## src/asc_pkg.sv

```systemverilog
// Purpose: Shared constants and types for the converter sequencer control block.
// Assumes: 32-bit APB register access, 200 MHz pclk, one converter core on pclk.
// Notes:   Register offsets are byte addresses of aligned 32-bit words.
package asc_pkg;

  // ---------------------------------------------------------------------------
  // Register map
  // ---------------------------------------------------------------------------
  localparam int ADDR_W = 8;
  localparam logic [ADDR_W-1:0] OFF_CTRL_PRIMARY = 8'h00;
  localparam logic [ADDR_W-1:0] OFF_CTRL_SECONDARY = 8'h04;
  localparam logic [ADDR_W-1:0] OFF_RESULT_HIGH = 8'h08;
  localparam logic [ADDR_W-1:0] OFF_RESULT_LOW = 8'h0C;
  localparam logic [ADDR_W-1:0] OFF_IRQ_STATUS = 8'h10;
  localparam logic [ADDR_W-1:0] OFF_IRQ_CLEAR = 8'h14;
  localparam logic [ADDR_W-1:0] OFF_IRQ_ENABLE = 8'h18;

  // ---------------------------------------------------------------------------
  // Field positions
  // ---------------------------------------------------------------------------
  localparam int START_BIT = 7;
  localparam int BUSY_BIT = 6;
  localparam int ENABLE_BIT = 5;
  localparam int FORMAT_BIT = 4;
  localparam int CHAN_LSB = 0;
  localparam int CHAN_W = 4;
  localparam int SRC_LSB = 5;
  localparam int SRC_W = 3;
  localparam int REF_LSB = 3;
  localparam int REF_W = 2;
  localparam int DIV_LSB = 0;
  localparam int DIV_W = 3;
  localparam int RESULT_W = 12;
  localparam int N_EXT_CH = 8;
  localparam int N_EVENTS = 2;
  localparam int EV_DONE = 0;
  localparam int EV_START_IGNORED = 1;

  // ---------------------------------------------------------------------------
  // Encodings and timing
  // ---------------------------------------------------------------------------
  localparam logic [SRC_W-1:0] SRC_BANDGAP = 3'h1;
  localparam logic [SRC_W-1:0] SRC_GROUND_FIRST = 3'h2;
  localparam logic [SRC_W-1:0] SRC_GROUND_LAST = 3'h4;
  localparam logic [REF_W-1:0] REF_SUPPLY = 2'h1;
  localparam int DIV_CNT_W = 7;
  localparam int TICK_CNT_W = 4;
  localparam logic [TICK_CNT_W-1:0] SAMPLE_TICKS = 4'h4;
  localparam logic [TICK_CNT_W-1:0] CONVERT_TICKS = 4'hC;

  typedef enum logic [1:0] {PH_IDLE, PH_SAMPLE, PH_CONVERT} asc_phase_type;

  typedef struct packed {
    asc_phase_type phase;
    logic [TICK_CNT_W-1:0] tick_cnt;
    logic [DIV_CNT_W-1:0] div_cnt;
    logic start;
    logic enable;
    logic format;
    logic [CHAN_W-1:0] chan;
    logic [7:0] ctrl_secondary;
    logic [RESULT_W-1:0] result;
    logic [N_EVENTS-1:0] irq_status;
    logic [N_EVENTS-1:0] irq_enable;
    logic [31:0] prdata;
    logic done_pulse;
  } asc_state_type;

  localparam asc_state_type ASC_STATE_RESET = '{phase: PH_IDLE, default: '0};

  typedef struct packed {
    logic [N_EXT_CH-1:0] ext_select;
    logic bandgap_select;
    logic ground_select;
    logic ref_supply_select;
    logic ref_pin_connect;
    logic power_on;
    logic conv_clk_tick;
    logic sampling;
    logic converting;
  } asc_analog_type;

endpackage : asc_pkg

```

## src/asc_adc_sequencer_control.sv

```systemverilog
// Purpose: Control logic for a 12-bit converter: registers, start detect, clock divider, sequencing.
// Assumes: The converter core runs on pclk and holds its 12-bit result valid at completion.
// Notes:   APB answers with zero wait states; unmapped addresses answer with pslverr.
//
// Operation
// RQ1: A conversion starts only when the start bit is written high, then low.
// RQ2: Busy flag at bit 6 reads 1 from initiation until the conversion completes.
// RQ3: Completion sets the interrupt flag and pulses the interrupt signal as busy clears.
// RQ4: With interrupts off, software polls the busy flag until it reads zero.
// RQ5: Bit 5 enables the converter; disabled, both result registers stay unchanged.
// RQ6: Format 0 puts bits 11..4 high, 3..0 low; format 1 puts 11..8 high, 7..0 low.
// RQ7: Channel codes 0 to 7 route an external input; codes 8 to 15 route none.
// RQ8: Source 001 selects bandgap, 010 to 100 ground, other codes the external channel.
// RQ9: An internal source always disconnects the external channel input.
// RQ10: Reference code 01 selects the converter supply; other codes the reference pin.
// RQ11: Choosing the supply reference disconnects the reference pin path.
// RQ12: Divider codes 1 to 7 divide pclk by 2 to 128; code 0 is reserved.
// RQ13: Software keeps the converter clock period inside its permitted range.
// RQ14: Software waits a settling delay after enabling before starting a conversion.
// RQ15: Software should clear enable when the converter is unused to save power.
// RQ16: The secondary control register is fully read-write and resets to zero.
// RQ17: A conversion takes 4 sampling plus 12 converting ticks, 16 in all.
// RQ18: Unused result bits read as zero in both formats.
// RQ19: A start sequence arriving while busy is ignored.
//
// Design decisions made here: the register addresses and the APB register port.
`timescale 1ns/1ps
`default_nettype none

module asc_adc_sequencer_control (
  // Clock and reset.
  input wire logic pclk,
  input wire logic presetn,
  // APB slave.
  input wire logic psel,
  input wire logic penable,
  input wire logic pwrite,
  input wire logic [asc_pkg::ADDR_W-1:0] paddr,
  input wire logic [31:0] pwdata,
  output logic [31:0] prdata,
  output logic pready,
  output logic pslverr,
  // Converter core.
  input wire logic [asc_pkg::RESULT_W-1:0] conv_result,
  output asc_pkg::asc_analog_type analog_ctrl,
  // Interrupts.
  output logic conv_done_pulse,
  output logic irq
);
  import asc_pkg::*;

  asc_state_type s_reg;
  asc_state_type s_next;

  // ---------------------------------------------------------------------------
  // Helpers
  // ---------------------------------------------------------------------------
  function automatic logic [DIV_CNT_W-1:0] div_mask(input logic [DIV_W-1:0] code);
    logic [DIV_CNT_W-1:0] m;
    m = '0;
    case (code)
      3'h0: m = 7'h01; // Reserved code behaves as the smallest ratio.
      3'h1: m = 7'h01;
      3'h2: m = 7'h03;
      3'h3: m = 7'h07;
      3'h4: m = 7'h0F;
      3'h5: m = 7'h1F;
      3'h6: m = 7'h3F;
      3'h7: m = 7'h7F;
      default: m = 7'h01;
    endcase
    return m;
  endfunction : div_mask

  function automatic logic mapped(input logic [ADDR_W-1:0] a);
    return (a == OFF_CTRL_PRIMARY) || (a == OFF_CTRL_SECONDARY) || (a == OFF_RESULT_HIGH) ||
           (a == OFF_RESULT_LOW) || (a == OFF_IRQ_STATUS) || (a == OFF_IRQ_CLEAR) ||
           (a == OFF_IRQ_ENABLE);
  endfunction : mapped

  logic [SRC_W-1:0] src;
  logic [REF_W-1:0] refsel;
  logic internal_src;
  logic busy;
  logic tick;
  logic [7:0] res_high;
  logic [7:0] res_low;

  assign src = s_reg.ctrl_secondary[SRC_LSB +: SRC_W];
  assign refsel = s_reg.ctrl_secondary[REF_LSB +: REF_W];
  assign internal_src = (src == SRC_BANDGAP) || ((src >= SRC_GROUND_FIRST) && (src <= SRC_GROUND_LAST)); // [RQ8]
  assign busy = (s_reg.phase != PH_IDLE);
  assign tick = busy &&
    ((s_reg.div_cnt & div_mask(s_reg.ctrl_secondary[DIV_LSB +: DIV_W])) ==
     div_mask(s_reg.ctrl_secondary[DIV_LSB +: DIV_W])); // [RQ12]

  // Result layout chosen by the live format bit; unused bits are zero.
  always_comb begin
    if (s_reg.format) begin
      res_high = {4'h0, s_reg.result[11:8]}; // [RQ6] [RQ18]
      res_low = s_reg.result[7:0];
    end else begin
      res_high = s_reg.result[11:4]; // [RQ6]
      res_low = {s_reg.result[3:0], 4'h0}; // [RQ18]
    end
  end

  // ---------------------------------------------------------------------------
  // Analog routing
  // ---------------------------------------------------------------------------
  genvar g;
  generate
    for (g = 0; g < N_EXT_CH; g++) begin : g_ext
      // Codes 8 and up match no line, so the input floats.
      assign analog_ctrl.ext_select[g] = !internal_src &&
        (s_reg.chan == CHAN_W'(g)); // [RQ7] [RQ9]
    end
  endgenerate

  assign analog_ctrl.bandgap_select = (src == SRC_BANDGAP); // [RQ8]
  assign analog_ctrl.ground_select = internal_src && (src != SRC_BANDGAP); // [RQ8]
  assign analog_ctrl.ref_supply_select = (refsel == REF_SUPPLY); // [RQ10]
  assign analog_ctrl.ref_pin_connect = (refsel != REF_SUPPLY); // [RQ10] [RQ11]
  assign analog_ctrl.power_on = s_reg.enable; // [RQ5]
  assign analog_ctrl.conv_clk_tick = tick;
  assign analog_ctrl.sampling = (s_reg.phase == PH_SAMPLE);
  assign analog_ctrl.converting = (s_reg.phase == PH_CONVERT);

  // ---------------------------------------------------------------------------
  // Bus answer and interrupt outputs
  // ---------------------------------------------------------------------------
  assign pready = 1'b1;
  assign pslverr = psel && penable && !mapped(paddr);
  assign prdata = s_reg.prdata;
  assign conv_done_pulse = s_reg.done_pulse; // [RQ3]
  assign irq = |(s_reg.irq_status & s_reg.irq_enable);

  // ---------------------------------------------------------------------------
  // Next state
  // ---------------------------------------------------------------------------
  always_comb begin
    logic wr;
    logic [N_EVENTS-1:0] ev;
    logic [N_EVENTS-1:0] clr;
    logic new_start;
    logic new_enable;
    wr = psel && penable && pwrite && mapped(paddr);
    ev = '0;
    clr = '0;
    new_start = s_reg.start;
    new_enable = s_reg.enable;
    s_next = s_reg;
    s_next.done_pulse = 1'b0;

    // -------------------------------------------------------------------------
    // Register writes
    // -------------------------------------------------------------------------
    // The start bit is compared against the value being written in this same
    // cycle, so a rise and fall in two writes is seen without any extra delay.
    if (wr && (paddr == OFF_CTRL_PRIMARY)) begin
      new_start = pwdata[START_BIT];
      new_enable = pwdata[ENABLE_BIT];
      s_next.start = new_start;
      s_next.enable = new_enable;
      s_next.format = pwdata[FORMAT_BIT];
      s_next.chan = pwdata[CHAN_LSB +: CHAN_W];
    end
    if (wr && (paddr == OFF_CTRL_SECONDARY)) begin
      s_next.ctrl_secondary = pwdata[7:0]; // [RQ16]
    end
    if (wr && (paddr == OFF_IRQ_ENABLE)) begin
      s_next.irq_enable = pwdata[N_EVENTS-1:0];
    end
    if (wr && (paddr == OFF_IRQ_CLEAR)) begin
      clr = pwdata[N_EVENTS-1:0];
    end

    // -------------------------------------------------------------------------
    // Sequencer
    // -------------------------------------------------------------------------
    // The divider count restarts with each conversion, so the first converter
    // tick always comes one full ratio after the start.
    if (busy) begin
      s_next.div_cnt = s_reg.div_cnt + 7'h01;
    end
    case (s_reg.phase)
      PH_IDLE: begin
        // A falling start bit after it was high ends the start sequence.
        if (s_reg.start && !new_start && new_enable) begin // [RQ1]
          s_next.phase = PH_SAMPLE; // [RQ2]
          s_next.tick_cnt = '0;
          s_next.div_cnt = '0;
        end
      end
      PH_SAMPLE: begin
        if (tick) begin
          if (s_reg.tick_cnt == SAMPLE_TICKS - 4'h1) begin // [RQ17]
            s_next.phase = PH_CONVERT;
            s_next.tick_cnt = '0;
          end else begin
            s_next.tick_cnt = s_reg.tick_cnt + 4'h1;
          end
        end
      end
      PH_CONVERT: begin
        if (tick) begin
          if (s_reg.tick_cnt == CONVERT_TICKS - 4'h1) begin // [RQ17]
            s_next.phase = PH_IDLE; // [RQ2]
            s_next.result = conv_result;
            s_next.done_pulse = 1'b1; // [RQ3]
            ev[EV_DONE] = 1'b1; // [RQ3]
          end else begin
            s_next.tick_cnt = s_reg.tick_cnt + 4'h1;
          end
        end
      end
      default: s_next.phase = PH_IDLE;
    endcase

    // A start sequence while busy is dropped and reported, except in the completion cycle, where it is dropped unreported.
    if (busy && s_reg.start && !new_start && !ev[EV_DONE]) begin // [RQ19]
      ev[EV_START_IGNORED] = 1'b1;
    end

    // Switching off aborts the conversion and leaves the results untouched.
    if (!new_enable) begin // [RQ5]
      s_next.phase = PH_IDLE;
      s_next.result = s_reg.result;
      s_next.done_pulse = 1'b0;
      ev[EV_DONE] = 1'b0;
    end

    // -------------------------------------------------------------------------
    // Interrupt status
    // -------------------------------------------------------------------------
    // Sticky flags: a new event wins over a clear in the same cycle.
    s_next.irq_status = (s_reg.irq_status & ~clr) | ev; // [RQ3]

    // -------------------------------------------------------------------------
    // Read data
    // -------------------------------------------------------------------------
    // Read data is captured in the setup phase and held through the access phase.
    if (psel && !penable) begin
      s_next.prdata = '0;
      case (paddr)
        OFF_CTRL_PRIMARY: begin
          s_next.prdata[START_BIT] = s_reg.start;
          s_next.prdata[BUSY_BIT] = busy; // [RQ2]
          s_next.prdata[ENABLE_BIT] = s_reg.enable;
          s_next.prdata[FORMAT_BIT] = s_reg.format;
          s_next.prdata[CHAN_LSB +: CHAN_W] = s_reg.chan;
        end
        OFF_CTRL_SECONDARY: s_next.prdata[7:0] = s_reg.ctrl_secondary; // [RQ16]
        OFF_RESULT_HIGH: s_next.prdata[7:0] = res_high;
        OFF_RESULT_LOW: s_next.prdata[7:0] = res_low;
        OFF_IRQ_STATUS: s_next.prdata[N_EVENTS-1:0] = s_reg.irq_status;
        OFF_IRQ_ENABLE: s_next.prdata[N_EVENTS-1:0] = s_reg.irq_enable;
        default: s_next.prdata = '0;
      endcase
    end
  end

  // ---------------------------------------------------------------------------
  // State register
  // ---------------------------------------------------------------------------
  always_ff @(posedge pclk or negedge presetn) begin
    if (!presetn) begin
      s_reg <= ASC_STATE_RESET; // [RQ16]
    end else begin
      s_reg <= s_next;
    end
  end

endmodule : asc_adc_sequencer_control

`default_nettype wire

```

## config.mk

```make
export PLATFORM = sky130hd
export DESIGN_NAME = asc_adc_sequencer_control
export DESIGN_NICKNAME = d
export VERILOG_FILES = /design/src/asc_pkg.sv /design/src/asc_adc_sequencer_control.sv
export SDC_FILE = /design/constraint.sdc
export NUM_CORES = 1
export LEC_CHECK = 0
export ABC_AREA = 1
export BUFFER_PORTS_ARGS = -buffer_cell sky130_fd_sc_hd__buf_2
export CAP_MARGIN = 5
export CORE_MARGIN = 3
export CORE_UTILIZATION = 45
export DETAILED_ROUTE_END_ITERATION = 7
export PLACE_DENSITY = 0.72
export SETUP_SLACK_MARGIN = 0.3
export SLEW_MARGIN = 20
export SYNTH_ARGS = -nofsm -noshare
export SYNTH_HDL_FRONTEND = slang
export SYNTH_SLANG_ARGS = --single-unit
```

## constraint.sdc

```tcl
create_clock -name pclk -period 2.59 [get_ports pclk]
set_clock_uncertainty 0.15 [all_clocks]
set_input_delay 0.3885 -clock pclk [delete_from_list [all_inputs] [get_ports pclk]]
set_output_delay 0.3885 -clock pclk [all_outputs]
set_load 0.02 [all_outputs]
```

======== Word level (Yosys, flattened, before mapping) ========
Memory sizes are Yosys's and may differ from the RTL's.
Index checks and enable logic that the tools add are counted.
Widths: inputs -> output; s select.
word-level totals
  bits in registers ....................... 53
  ROM bits ................................ 96
  input port bits ......................... 57
  output and inout bits ................... 52
  memories kept ........................... 2
operators by class
  $add $sub $neg .......................... 2
  magnitude comparators ................... 2
  equality and inequality tests ........... 31
  mux-type cells .......................... 24
  bitwise gates (word level) .............. 5
  reductions and logical operators ........ 46
memory list
  name             words  width  rd ports  clocked after Yosys merged registers in  wr ports  RTL line                         text
  (no name shown)  8      6      1         0                                        0         asc_adc_sequencer_control.sv:61  case (code)
  (no name shown)  8      6      1         0                                        0         asc_adc_sequencer_control.sv:61
operators with widths
  kind                 count
  $logic_and 1x1->1    25
  $eq 8x5->1 const B   3
  $pmux 6 s4           1
  $eq 4x3->1 const B   4
  $eq 8x4->1 const B   2
  $mux 8               2
  $mux 7               2
  $mux 13              1
  $eq 4x2->1 const B   3
  $mux 6               2
  $pmux 2 s6           1
  $pmux 4 s3           1
  $reduce_and 5->1     2
  $ne 3x3->1 const B   3
  $eq 8x3->1 const B   1
  $logic_not 8->1      1
  $mux 2               4
  $mux 4               2
  $add 7x1->7 const B  1
  $and 7x7->7          1
  $eq 7x7->1           1
  $logic_or 1x1->1     7
  $mux 1               7
  $ne 2x1->1 const B   3
  22 further kinds     30

======== Depth between registers and ports, before layout ========
Gate-level depths: netlist of the first run.
  depth in word-level cells ............... 16
  gate-level depth with buffers ........... 13
  depth with buffers taken out ............ 13

======== Least setup slack after synthesis of the first run ========
Ideal clock, no wire load.
  path kind ............................... reg-to-reg
  from .................................... register s_reg[75] (netlist bit)
  to ...................................... register s_reg[74] (netlist bit)
  setup time .............................. 123 ps
  arrival ................................. 1,726 ps
  required time ........................... 2,317 ps
  path slack .............................. 591 ps
  cell stages (with the launch flop) ...... 13
  buffers on the path ..................... 0
  period minus slack after synthesis ...... 1,999 ps
  cells stage by stage .................... dfrtp_1 > inv_1 > ha_1 > nor2_1 > o211ai_1 > nor2_1 > nand2_1 > inv_2 > nor2_1 > nor3b_2 > nand2_8 > nand2_2 > o21ai_2
between the ends
  longest elaborated chain between the ends .. 4
RTL lines
  item                                   RTL line                          text
  start: declaration                     asc_adc_sequencer_control.sv:52   asc_state_type s_reg;
  start signal: assignment               asc_adc_sequencer_control.sv:270  s_reg <= s_next;
  $reduce_bool 2->1 (*)                  asc_adc_sequencer_control.sv:92   assign busy = (s_reg.phase != PH_IDLE);
  $logic_and 1x1->1 (*)                  asc_adc_sequencer_control.sv:93   assign tick = busy &&
  net tick                               asc_adc_sequencer_control.sv:85   logic tick;
  $ne 2x1->1 (no source line)            --
  $reduce_and 5->1 (no source line) (*)  --
Mark *: on every way through the listed nets, which the timed path passes. The rest lies on a longest branch.
A chain may end at the register's enable or synchronous reset.

==> results.yml, run 1 <==
outcome:
  status: "finished clean"
global_routing:
  track_usage_pct: 17.7
  grt_pass1_wl_um: 12200
  antenna_found_initial: 0
  grt_max_degree: 28
  first_global_vias: 2525
  overflow: 0
synthesis:
  yosysTopAreaCell: "dfrtp_1"
  ys_dominant_reg_cell: "dfrtp_1"
  synth_area_um2: 3350
  yosys_register_bits: 53
  yosysWarnings: 0
  synth.avg_cell_area_um2: 8.22
  netlist_instances: 408
  synth_area_leaders: "dfrtp_1, nand2_1, buf_4"
  synth_top_area_share_pct: 39.6
  synth-edff-count: 0
  ys_seq_area_share_pct: 39.6
  async_reset_ff_share_pct: 100
  synth.distinct_cells: 50
final_layout:
  area_growth_pct: 10.0
  nets: 524
  instances_no_fill: 558
  final_common_cell: "nand2_1"
  nFillCells: 684
  n_antenna_cell: 0
  final_cell_mix: "nand2_1, buf_2, dfrtp_1, inv_1, conb_1"
  largest_register_ffs: 41
  fin_util_pct: 52.5
  layout-drive-gt1-share_pct: 28.8
  multi_input_area_um2: 1620
  seq_area_um2: 1330
placement:
  dpl.cell_count: 549
  gp_congestion: 0.847
  io_buffers: 59
  hpwlAfterDp_um: 5940
setup_path:
  crit_buf_inv: 1
  crit_cells: 3
  critPathKind: "flip-flop to primary output"
  crit_chain: "or2_2 -> nor4_1 -> buf_2"
  r2r-start: "s_reg[75]"
  critPathCapture: "analog_ctrl[10]"
  critPathArrivalTime_ns: 1.67
  worstSetupEndpointType: "primary output"
  worst-path-max-fanout: 4
  cpPeakStageDelay_ns: 0.42
  critPathRequiredTime_ns: 2.05
  cp_slowest_cell: "dfrtp_1"
  ff2ff_path_depth: 12
  startpoint_type: "flip-flop"
  worstSetupStartpoint: "s_reg[59]"
  cpLargestDelayFamily: "simple AND/OR/NAND/NOR gates"
  reg2reg_slack_ns: 0.48
  r2r-end: "s_reg[72]"
floorplan:
  die_y_um: 92.3
  initial_core_util_pct: 47.8
  core_area_um2: 7020
  io_pins: 109
  dieWidth_um: 92.3
  die_area_um2: 8520
  rows: 30
clocking:
  path_clk_slew_ns: 0.09
  cts_buffer_depth: 2
  cts_sinks: 53
  htreeDepth: 2
  cts-root-buf: "clkbuf_8"
  cts_tree: "yes"
  clk_latency_ns: 0.30
  cts_buffers: 5
detailed_routing:
  ant_nets: 0
  vias_per_cell: 5.00
  vias: 2789
  wl_per_cell_um: 13.3
  first_pass_iters: 4
  wl_um: 7410
  drcViolationCount: 0
  first_iter_violations: 164
job:
  max_cap_viol_count: 0
timing:
  rsz0062_at_grt: "true"
  fin_setup_tns_ns: 0
  post-route-min-period_ns: 2.21
  fin_hold_ws_ns: 0.126
  setup_viol: 0
  worst_pin_slew_ns: 0.577
  fmax_ghz: 0.452
  hold_viol: 0
  period_share_pct: 85.4
  report.final.slew_viol_count: 0
  max_slew_margin_pct: 61.6
power:
  leakagePower_nw: 2.00
  ir_drop_mv: 0.200
  power_density_nw_per_um2: 385
  fin_total_pwr_mw: 1.42
worst_hold_path:
  hold_class: "input port to flip-flop"
[metrics by stage]
stage,setup WS [ns],area (um^2)
2_1_floorplan,0.591,3440
3_3_place_gp,0.358,3580
3_5_place_dp,0.259,3580
4_1_cts,0.313,3670
5_1_grt,0.299,3690
6_report,0.378,3690
[metal layers]
metal	share of wire (%)	track usage [%]	vias to the layer above
met1	45	24.3	1289
li1	-	-	1376
met4	1.1	4.21	0
met5	0	0	-
met2	47	28.8	114
met3	7.7	3.66	10
[kinds of logic after synthesis]
kind of cell | share of synthesized area (%)
AOI/OAI and AO/OA | 13.3
xor gates and xnor gates | 1.31
and+or+nand+nor | 27.6
buffers and inverters | 15.0
muxes | 0.672
adders and majority gates | 2.24
other | 0.224
DFF | 39.6
[layout make-up]
cell class	count	area share (%)
Clock buffer	6	1.97
Clock inverter	2	0.271
Inverter	55	5.73
Multi-Input combinational cell	283	43.8
Sequential cell	53	36.0
Tap cell	96	3.26
Timing Repair Buffer	63	8.96
[synthesized netlist by cell type (3+ instances only)]
master     n
nand2_4    6
nor4_1     8
xnor2_1    3
o21ai_0   21
nor3_1     4
o22ai_1    4
o21ai_2   11
o21ai_1    5
o211ai_1   5
buf_4     35
nand2_1   86
dfrtp_1   53
nand2_2   14
a21oi_1   10
inv_2     13
nand3_1   13
nand4_1    3
nor2_1    25
inv_1     42
ha_1       6
[tightest hold or removal path, stage by stage]
cell	delay [ns]
buf_2	0.07
nand2_1	0.04
nand2_1	0.04
[power by group]
group          internal, mW  total, mW  leakage, nW  switching [mW]
logic                0.0341      0.130         1.28          0.0957
clock network         0.188      0.455       0.0450           0.267
registers             0.832      0.835        0.669         0.00307
[worst min-delay path by stage]
stage | endpoint | start | cells past startpoint | slack, ns
floorplan | analog_ctrl[3] | presetn | 0 | -0.06
global placement | conv_done_pulse | presetn | 1 | 0.27
detailed placement | s_reg[48] | presetn | 1 | 0.27
CTS | s_reg[40] | conv_result[3] | 3 | 0.12
global route | s_reg[43] | conv_result[6] | 3 | 0.13
finish | s_reg[40] | conv_result[3] | 3 | 0.13
[timing repair]
item                                    CTS  global route
pin swaps                                 0             4
endpoints found under the setup margin   12            26
hold endpoints to repair                 25             0
hold buffers                              1             0
buffers inserted                          0             0
resized for setup                         1             5
No activity file was read; power rests on OpenSTA's default activity.
==> inputs of run 2 (changes only) <==
==> constraint.sdc (replaced) <==
create_clock -name pclk -period 2.5 [get_ports pclk]
set_clock_uncertainty 0.15 [all_clocks]
set_input_delay 0.375 -clock pclk [delete_from_list [all_inputs] [get_ports pclk]]
set_output_delay 0.375 -clock pclk [all_outputs]
set_load 0.02 [all_outputs]
==> run 2 against run 1 <==
Register-to-register slack hardly changed; worst hold slack worse by 0.016 ns; non-clock buffer count is 4 higher; clock-buffer cell count stayed put; sequential share of layout area is 0.62 points lower; combinational power is 5% higher; flip-flop and latch count stayed put; first-iteration DRC count is 9.8% higher; setup slack worse by 0.022 ns; die area stayed put; largest power group unchanged.
==> results.yml, run 2 (synthesis gave the netlist of run 1 again) <==
placement:
  dpl.cell_count: 551
  hpwlAfterDp_um: 5940
  gp_congestion: 0.852
  io_buffers: 59
final_layout:
  final_common_cell: "nand2_1"
  fin_util_pct: 53.5
  n_antenna_cell: 0
  nets: 528
  largest_register_ffs: 41
  layout-drive-gt1-share_pct: 30.1
  final_cell_mix: "nand2_1, buf_2, dfrtp_1, inv_1, conb_1"
  area_growth_pct: 11.9
  instances_no_fill: 561
timing:
  worst_pin_slew_ns: 0.521
  rsz0062_at_grt: "true"
  fmax_ghz: 0.466
  period_share_pct: 85.8
  report.final.slew_viol_count: 0
  hold_viol: 0
  setup_viol: 0
  fin_setup_tns_ns: 0
  post-route-min-period_ns: 2.14
  max_slew_margin_pct: 65.3
outcome:
  status: "finished clean"
floorplan:
  core_area_um2: 7020
  die_y_um: 92.3
  dieWidth_um: 92.3
  die_area_um2: 8520
  rows: 30
  io_pins: 109
  initial_core_util_pct: 47.8
setup_path:
  critPathKind: "flip-flop to primary output"
  worstSetupStartpoint: "s_reg[56]"
  r2r-end: "s_reg[73]"
  crit_buf_inv: 1
  critPathArrivalTime_ns: 1.62
  cp_slowest_cell: "dfrtp_1"
  worstSetupEndpointType: "primary output"
  startpoint_type: "flip-flop"
  cpPeakStageDelay_ns: 0.41
  r2r-start: "s_reg[76]"
  ff2ff_path_depth: 12
  crit_chain: "nor2_1 -> o21ai_2 -> nor4_1 -> buf_2"
  cpLargestDelayFamily: "simple AND/OR/NAND/NOR gates"
  reg2reg_slack_ns: 0.47
  worst-path-max-fanout: 8
  critPathRequiredTime_ns: 1.98
detailed_routing:
  wl_um: 7440
  first_pass_iters: 4
  vias_per_cell: 4.95
  first_iter_violations: 180
  drcViolationCount: 0
  wl_per_cell_um: 13.3
  vias: 2777
  ant_nets: 0
clocking:
  cts_sinks: 53
  cts_buffer_depth: 2
  clk_latency_ns: 0.31
  path_clk_slew_ns: 0.09
  cts_buffers: 5
  cts_tree: "yes"
  htreeDepth: 2
  cts-root-buf: "clkbuf_8"
worst_hold_path:
  hold_class: "input port to flip-flop"
  holdPathStages: 3
  min_from: "conv_result[9]"
  whs_endpoint: "s_reg[46]"
power:
  power_density_nw_per_um2: 398
  leakagePower_nw: 2.02
  fin_total_pwr_mw: 1.49
  ir_drop_mv: 0.232
global_routing:
  antenna_found_initial: 0
  first_global_vias: 2572
  overflow: 0
  grt_max_degree: 25
  track_usage_pct: 18.1
  grt_pass1_wl_um: 12400
job:
  max_cap_viol_count: 0
[run 2: changes by cell type in the layout (fill, tap and decap cells not counted)]
cell,previous run,this run
nor2_4,2,3
clkbuf_8,5,6
buf_12,0,1
clkinv_2,2,0
buf_4,4,7
inv_2,12,13
nor4_2,0,2
clkinvlp_4,0,1
nor2_1,24,23
nor4_1,8,6
inv_6,1,0
clkbuf_1,1,0
[run 2: cell type report]
cell class                      count  area (um^2)
Fill cell                         696         3270
Multi-Input combinational cell    283         1640
Sequential cell                    53         1330
Timing Repair Buffer               67          373
Inverter                           55          206
Tap cell                           96          120
Clock buffer                        6         82.6
Clock inverter                      1         7.51
[run 2: worst min-delay path, cell delays in order]
cell and delay, ns:
buf_2 0.08, nand2_1 0.04, nand2_1 0.04
[run 2: report_power, final]
part           leakage (nW)  switching (mW)  internal [mW]
registers             0.669         0.00313          0.861
clock network        0.0433           0.273          0.219
logic                  1.31           0.100         0.0354
total                  2.02           0.376           1.12
[run 2: what timing repair did]
action,CTS,global route
gates cloned,0,0
hold endpoints to repair,22,0
hold buffers,1,0
endpoints found under the setup margin,6,18
resized for setup,2,6
setup buffers,1,1
pin swaps,0,2
[run 2: worst max path at each step]
stage               depth (start not counted)               to
floorplan                                  12        s_reg[74]
global placement                           14        s_reg[43]
detailed placement                         14        s_reg[43]
CTS                                         3   analog_ctrl[8]
global route                                4  analog_ctrl[10]
finish                                      4  analog_ctrl[14]
[run 2: routing by layer]
layer / wire length, um / part of all wire [%] / track usage, % / up-vias
met2: 3520 / 47 / 29.5 / 89
met4: 114 / 1.5 / 5.07 / 0
met3: 400 / 5.4 / 3.25 / 8
met5: 0 / 0 / 0 / -
li1: - / - / - / 1377
met1: 3400 / 46 / 24.8 / 1303
[run 2: metrics by stage]
step                worst slack [ns]  hold slack, ns  area [um^2]
floorplan                      0.501         -0.0706         3440
detailed placement             0.325           0.225         3610
global placement               0.354           0.228         3610
global route                   0.246           0.112         3750
CTS                            0.308          0.0994         3720
finish                         0.356           0.111         3750
==> inputs of run 3 (changes only) <==
--- a/config.mk
+++ b/config.mk
@@ -8,9 +8,12 @@
 export ABC_AREA = 1
 export BUFFER_PORTS_ARGS = -buffer_cell sky130_fd_sc_hd__buf_2
 export CAP_MARGIN = 5
+export CORE_ASPECT_RATIO = 0.9
 export CORE_MARGIN = 3
 export CORE_UTILIZATION = 45
 export DETAILED_ROUTE_END_ITERATION = 7
+export GPL_TIMING_DRIVEN = 1
+export MAX_ROUTING_LAYER = met4
 export PLACE_DENSITY = 0.72
 export SETUP_SLACK_MARGIN = 0.3
 export SLEW_MARGIN = 20
==> run 3 against run 2 <==
Power rose by 13%; worst hold slack got worse by 0.011 ns; die area hardly changed; critical path depth unchanged; critical endpoint is now analog_ctrl[11].
==> results.yml, run 3 (synthesis gave the netlist of run 1 again) <==
outcome:
  status: "finished clean"
timing:
  rsz0062_at_grt: "false"
  fin_setup_tns_ns: 0
  report.final.slew_viol_count: 0
  post-route-min-period_ns: 2.09
  period_share_pct: 83.5
  fmax_ghz: 0.479
  setup_viol: 0
  hold_viol: 0
final_layout:
  area_growth_pct: 13.3
  final_common_cell: "nand2_1"
  final_cell_mix: "nand2_1, buf_2, dfrtp_1, inv_1, conb_1"
  fin_util_pct: 53.1
  layout-drive-gt1-share_pct: 30.0
  n_antenna_cell: 0
  largest_register_ffs: 41
  nets: 528
setup_path:
  critPathRequiredTime_ns: 1.98
  reg2reg_slack_ns: 0.53
  ff2ff_path_depth: 12
  critPathKind: "flip-flop to primary output"
  r2r-end: "s_reg[46]"
  worst-path-max-fanout: 8
  startpoint_type: "flip-flop"
  critPathArrivalTime_ns: 1.56
  worstSetupEndpointType: "primary output"
  r2r-start: "s_reg[75]"
detailed_routing:
  vias: 2815
  first_iter_violations: 202
  first_pass_iters: 4
  vias_per_cell: 5.04
  ant_nets: 0
  wl_per_cell_um: 13.3
  drcViolationCount: 0
  wl_um: 7410
job:
  max_cap_viol_count: 0
global_routing:
  grt_pass1_wl_um: 12000
  first_global_vias: 2556
  antenna_found_initial: 0
  grt_max_degree: 54
  track_usage_pct: 18.1
  overflow: 0
clocking:
  cts_tree: "yes"
  htreeDepth: 2
  cts_sinks: 53
  cts_buffer_depth: 2
  cts-root-buf: "clkbuf_8"
  cts_buffers: 5
  path_clk_slew_ns: 0.10
  clk_latency_ns: 0.31
power:
  power_density_nw_per_um2: 445
  p_clk_share_pct: 40.7
  leakagePower_nw: 2.05
  p_comb_share_pct: 8.1
  seq_power_share_pct: 51.2
  switching_share_pct: 23.3
  p_sw_uw: 393
  ir_drop_mv: 0.318
  intPower_mw: 1.30
worst_hold_path:
  hold_class: "input port to flip-flop"
  min_from: "conv_result[10]"
  holdPathStages: 3
  whs_endpoint: "s_reg[47]"
floorplan:
  die_y_um: 87.9
  initial_core_util_pct: 46.9
  io_pins: 109
  rows: 29
  die_area_um2: 8520
  dieWidth_um: 97.0
  core_area_um2: 7150
placement:
  gp_congestion: 0.857
  hpwlAfterDp_um: 5740
  io_buffers: 59
==> run 3: cell count changes in the layout (fill, tap and decap cells not counted), sizes merged <==
cell | before | now
bufinv | 0 | 2
clkbuf | 6 | 5
clkinv | 0 | 1
clkinvlp | 1 | 0
==> run 3: layer usage <==
metal	wire length [um]	part of all wire (%)	GRT usage (%)	vias to the layer above
met5	0	0	-	-
met2	3330	45	26.9	97
met1	3410	46	24.7	1314
met4	161	2.2	6.89	0
met3	514	6.9	3.18	15
li1	-	-	-	1389
==> run 3: through the flow <==
stage               hold slack [ns]  setup slack [ns]  cells  power (mW)  cell area, um^2
finish                       0.0994             0.412    559        1.69             3800
global placement              0.241             0.396    548        1.02             3610
global route                  0.103             0.304    559        1.76             3800
CTS                          0.0938             0.309    559        1.71             3770
floorplan                   -0.0706             0.501    431       0.991             3440
detailed placement            0.246             0.364    548        1.02             3610
==> run 3: repair_timing <==
action | 4_1_cts | 5_1_grt
pin swaps | 0 | 2
gates resized for setup | 0 | 6
buffers inserted | 2 | 0
hold endpoints to repair | 53 | 0
hold buffers | 1 | 0
setup endpoints to repair | 1 | 22
==> run 3: worst max-delay path by stage <==
stage,startpoint,endpoint,slack (ns),depth (start not counted)
finish,s_reg[56],analog_ctrl[11],0.41,4
CTS,s_reg[54],analog_ctrl[9],0.31,5
global route,s_reg[54],analog_ctrl[12],0.30,5
global placement,paddr[6],s_reg[46],0.40,14
floorplan,s_reg[75],s_reg[74],0.50,12
detailed placement,paddr[6],s_reg[46],0.36,14
==> run 3: final cells by class <==
type                       count  area (um^2)
fill                         693         3350
tap                           93          116
inverter                      55          206
multi-input combinational    283         1630
timing repair buffer          67          385
clock inverter                 3         65.1
clock buffer                   5         68.8
sequential                    53         1330
==> run 3: worst max-delay path, cell delays in order, from the launching register on <==
cell and delay, ns:
dfrtp_1 0.41, nor2_1 0.22, o21ai_2 0.18, nor4_1 0.22
buf_2 0.22
==> run 3: power groups by stage <==
| stage | Combinational, mW | Sequential, mW | Clock, mW |
|---|---|---|---|
| CTS | 0.138 | 0.866 | 0.702 |
| detailed placement | 0.136 | 0.883 | 0 |
| floorplan | 0.110 | 0.881 | 0 |
| finish | 0.137 | 0.866 | 0.687 |
| global route | 0.151 | 0.866 | 0.739 |
| global placement | 0.135 | 0.882 | 0 |
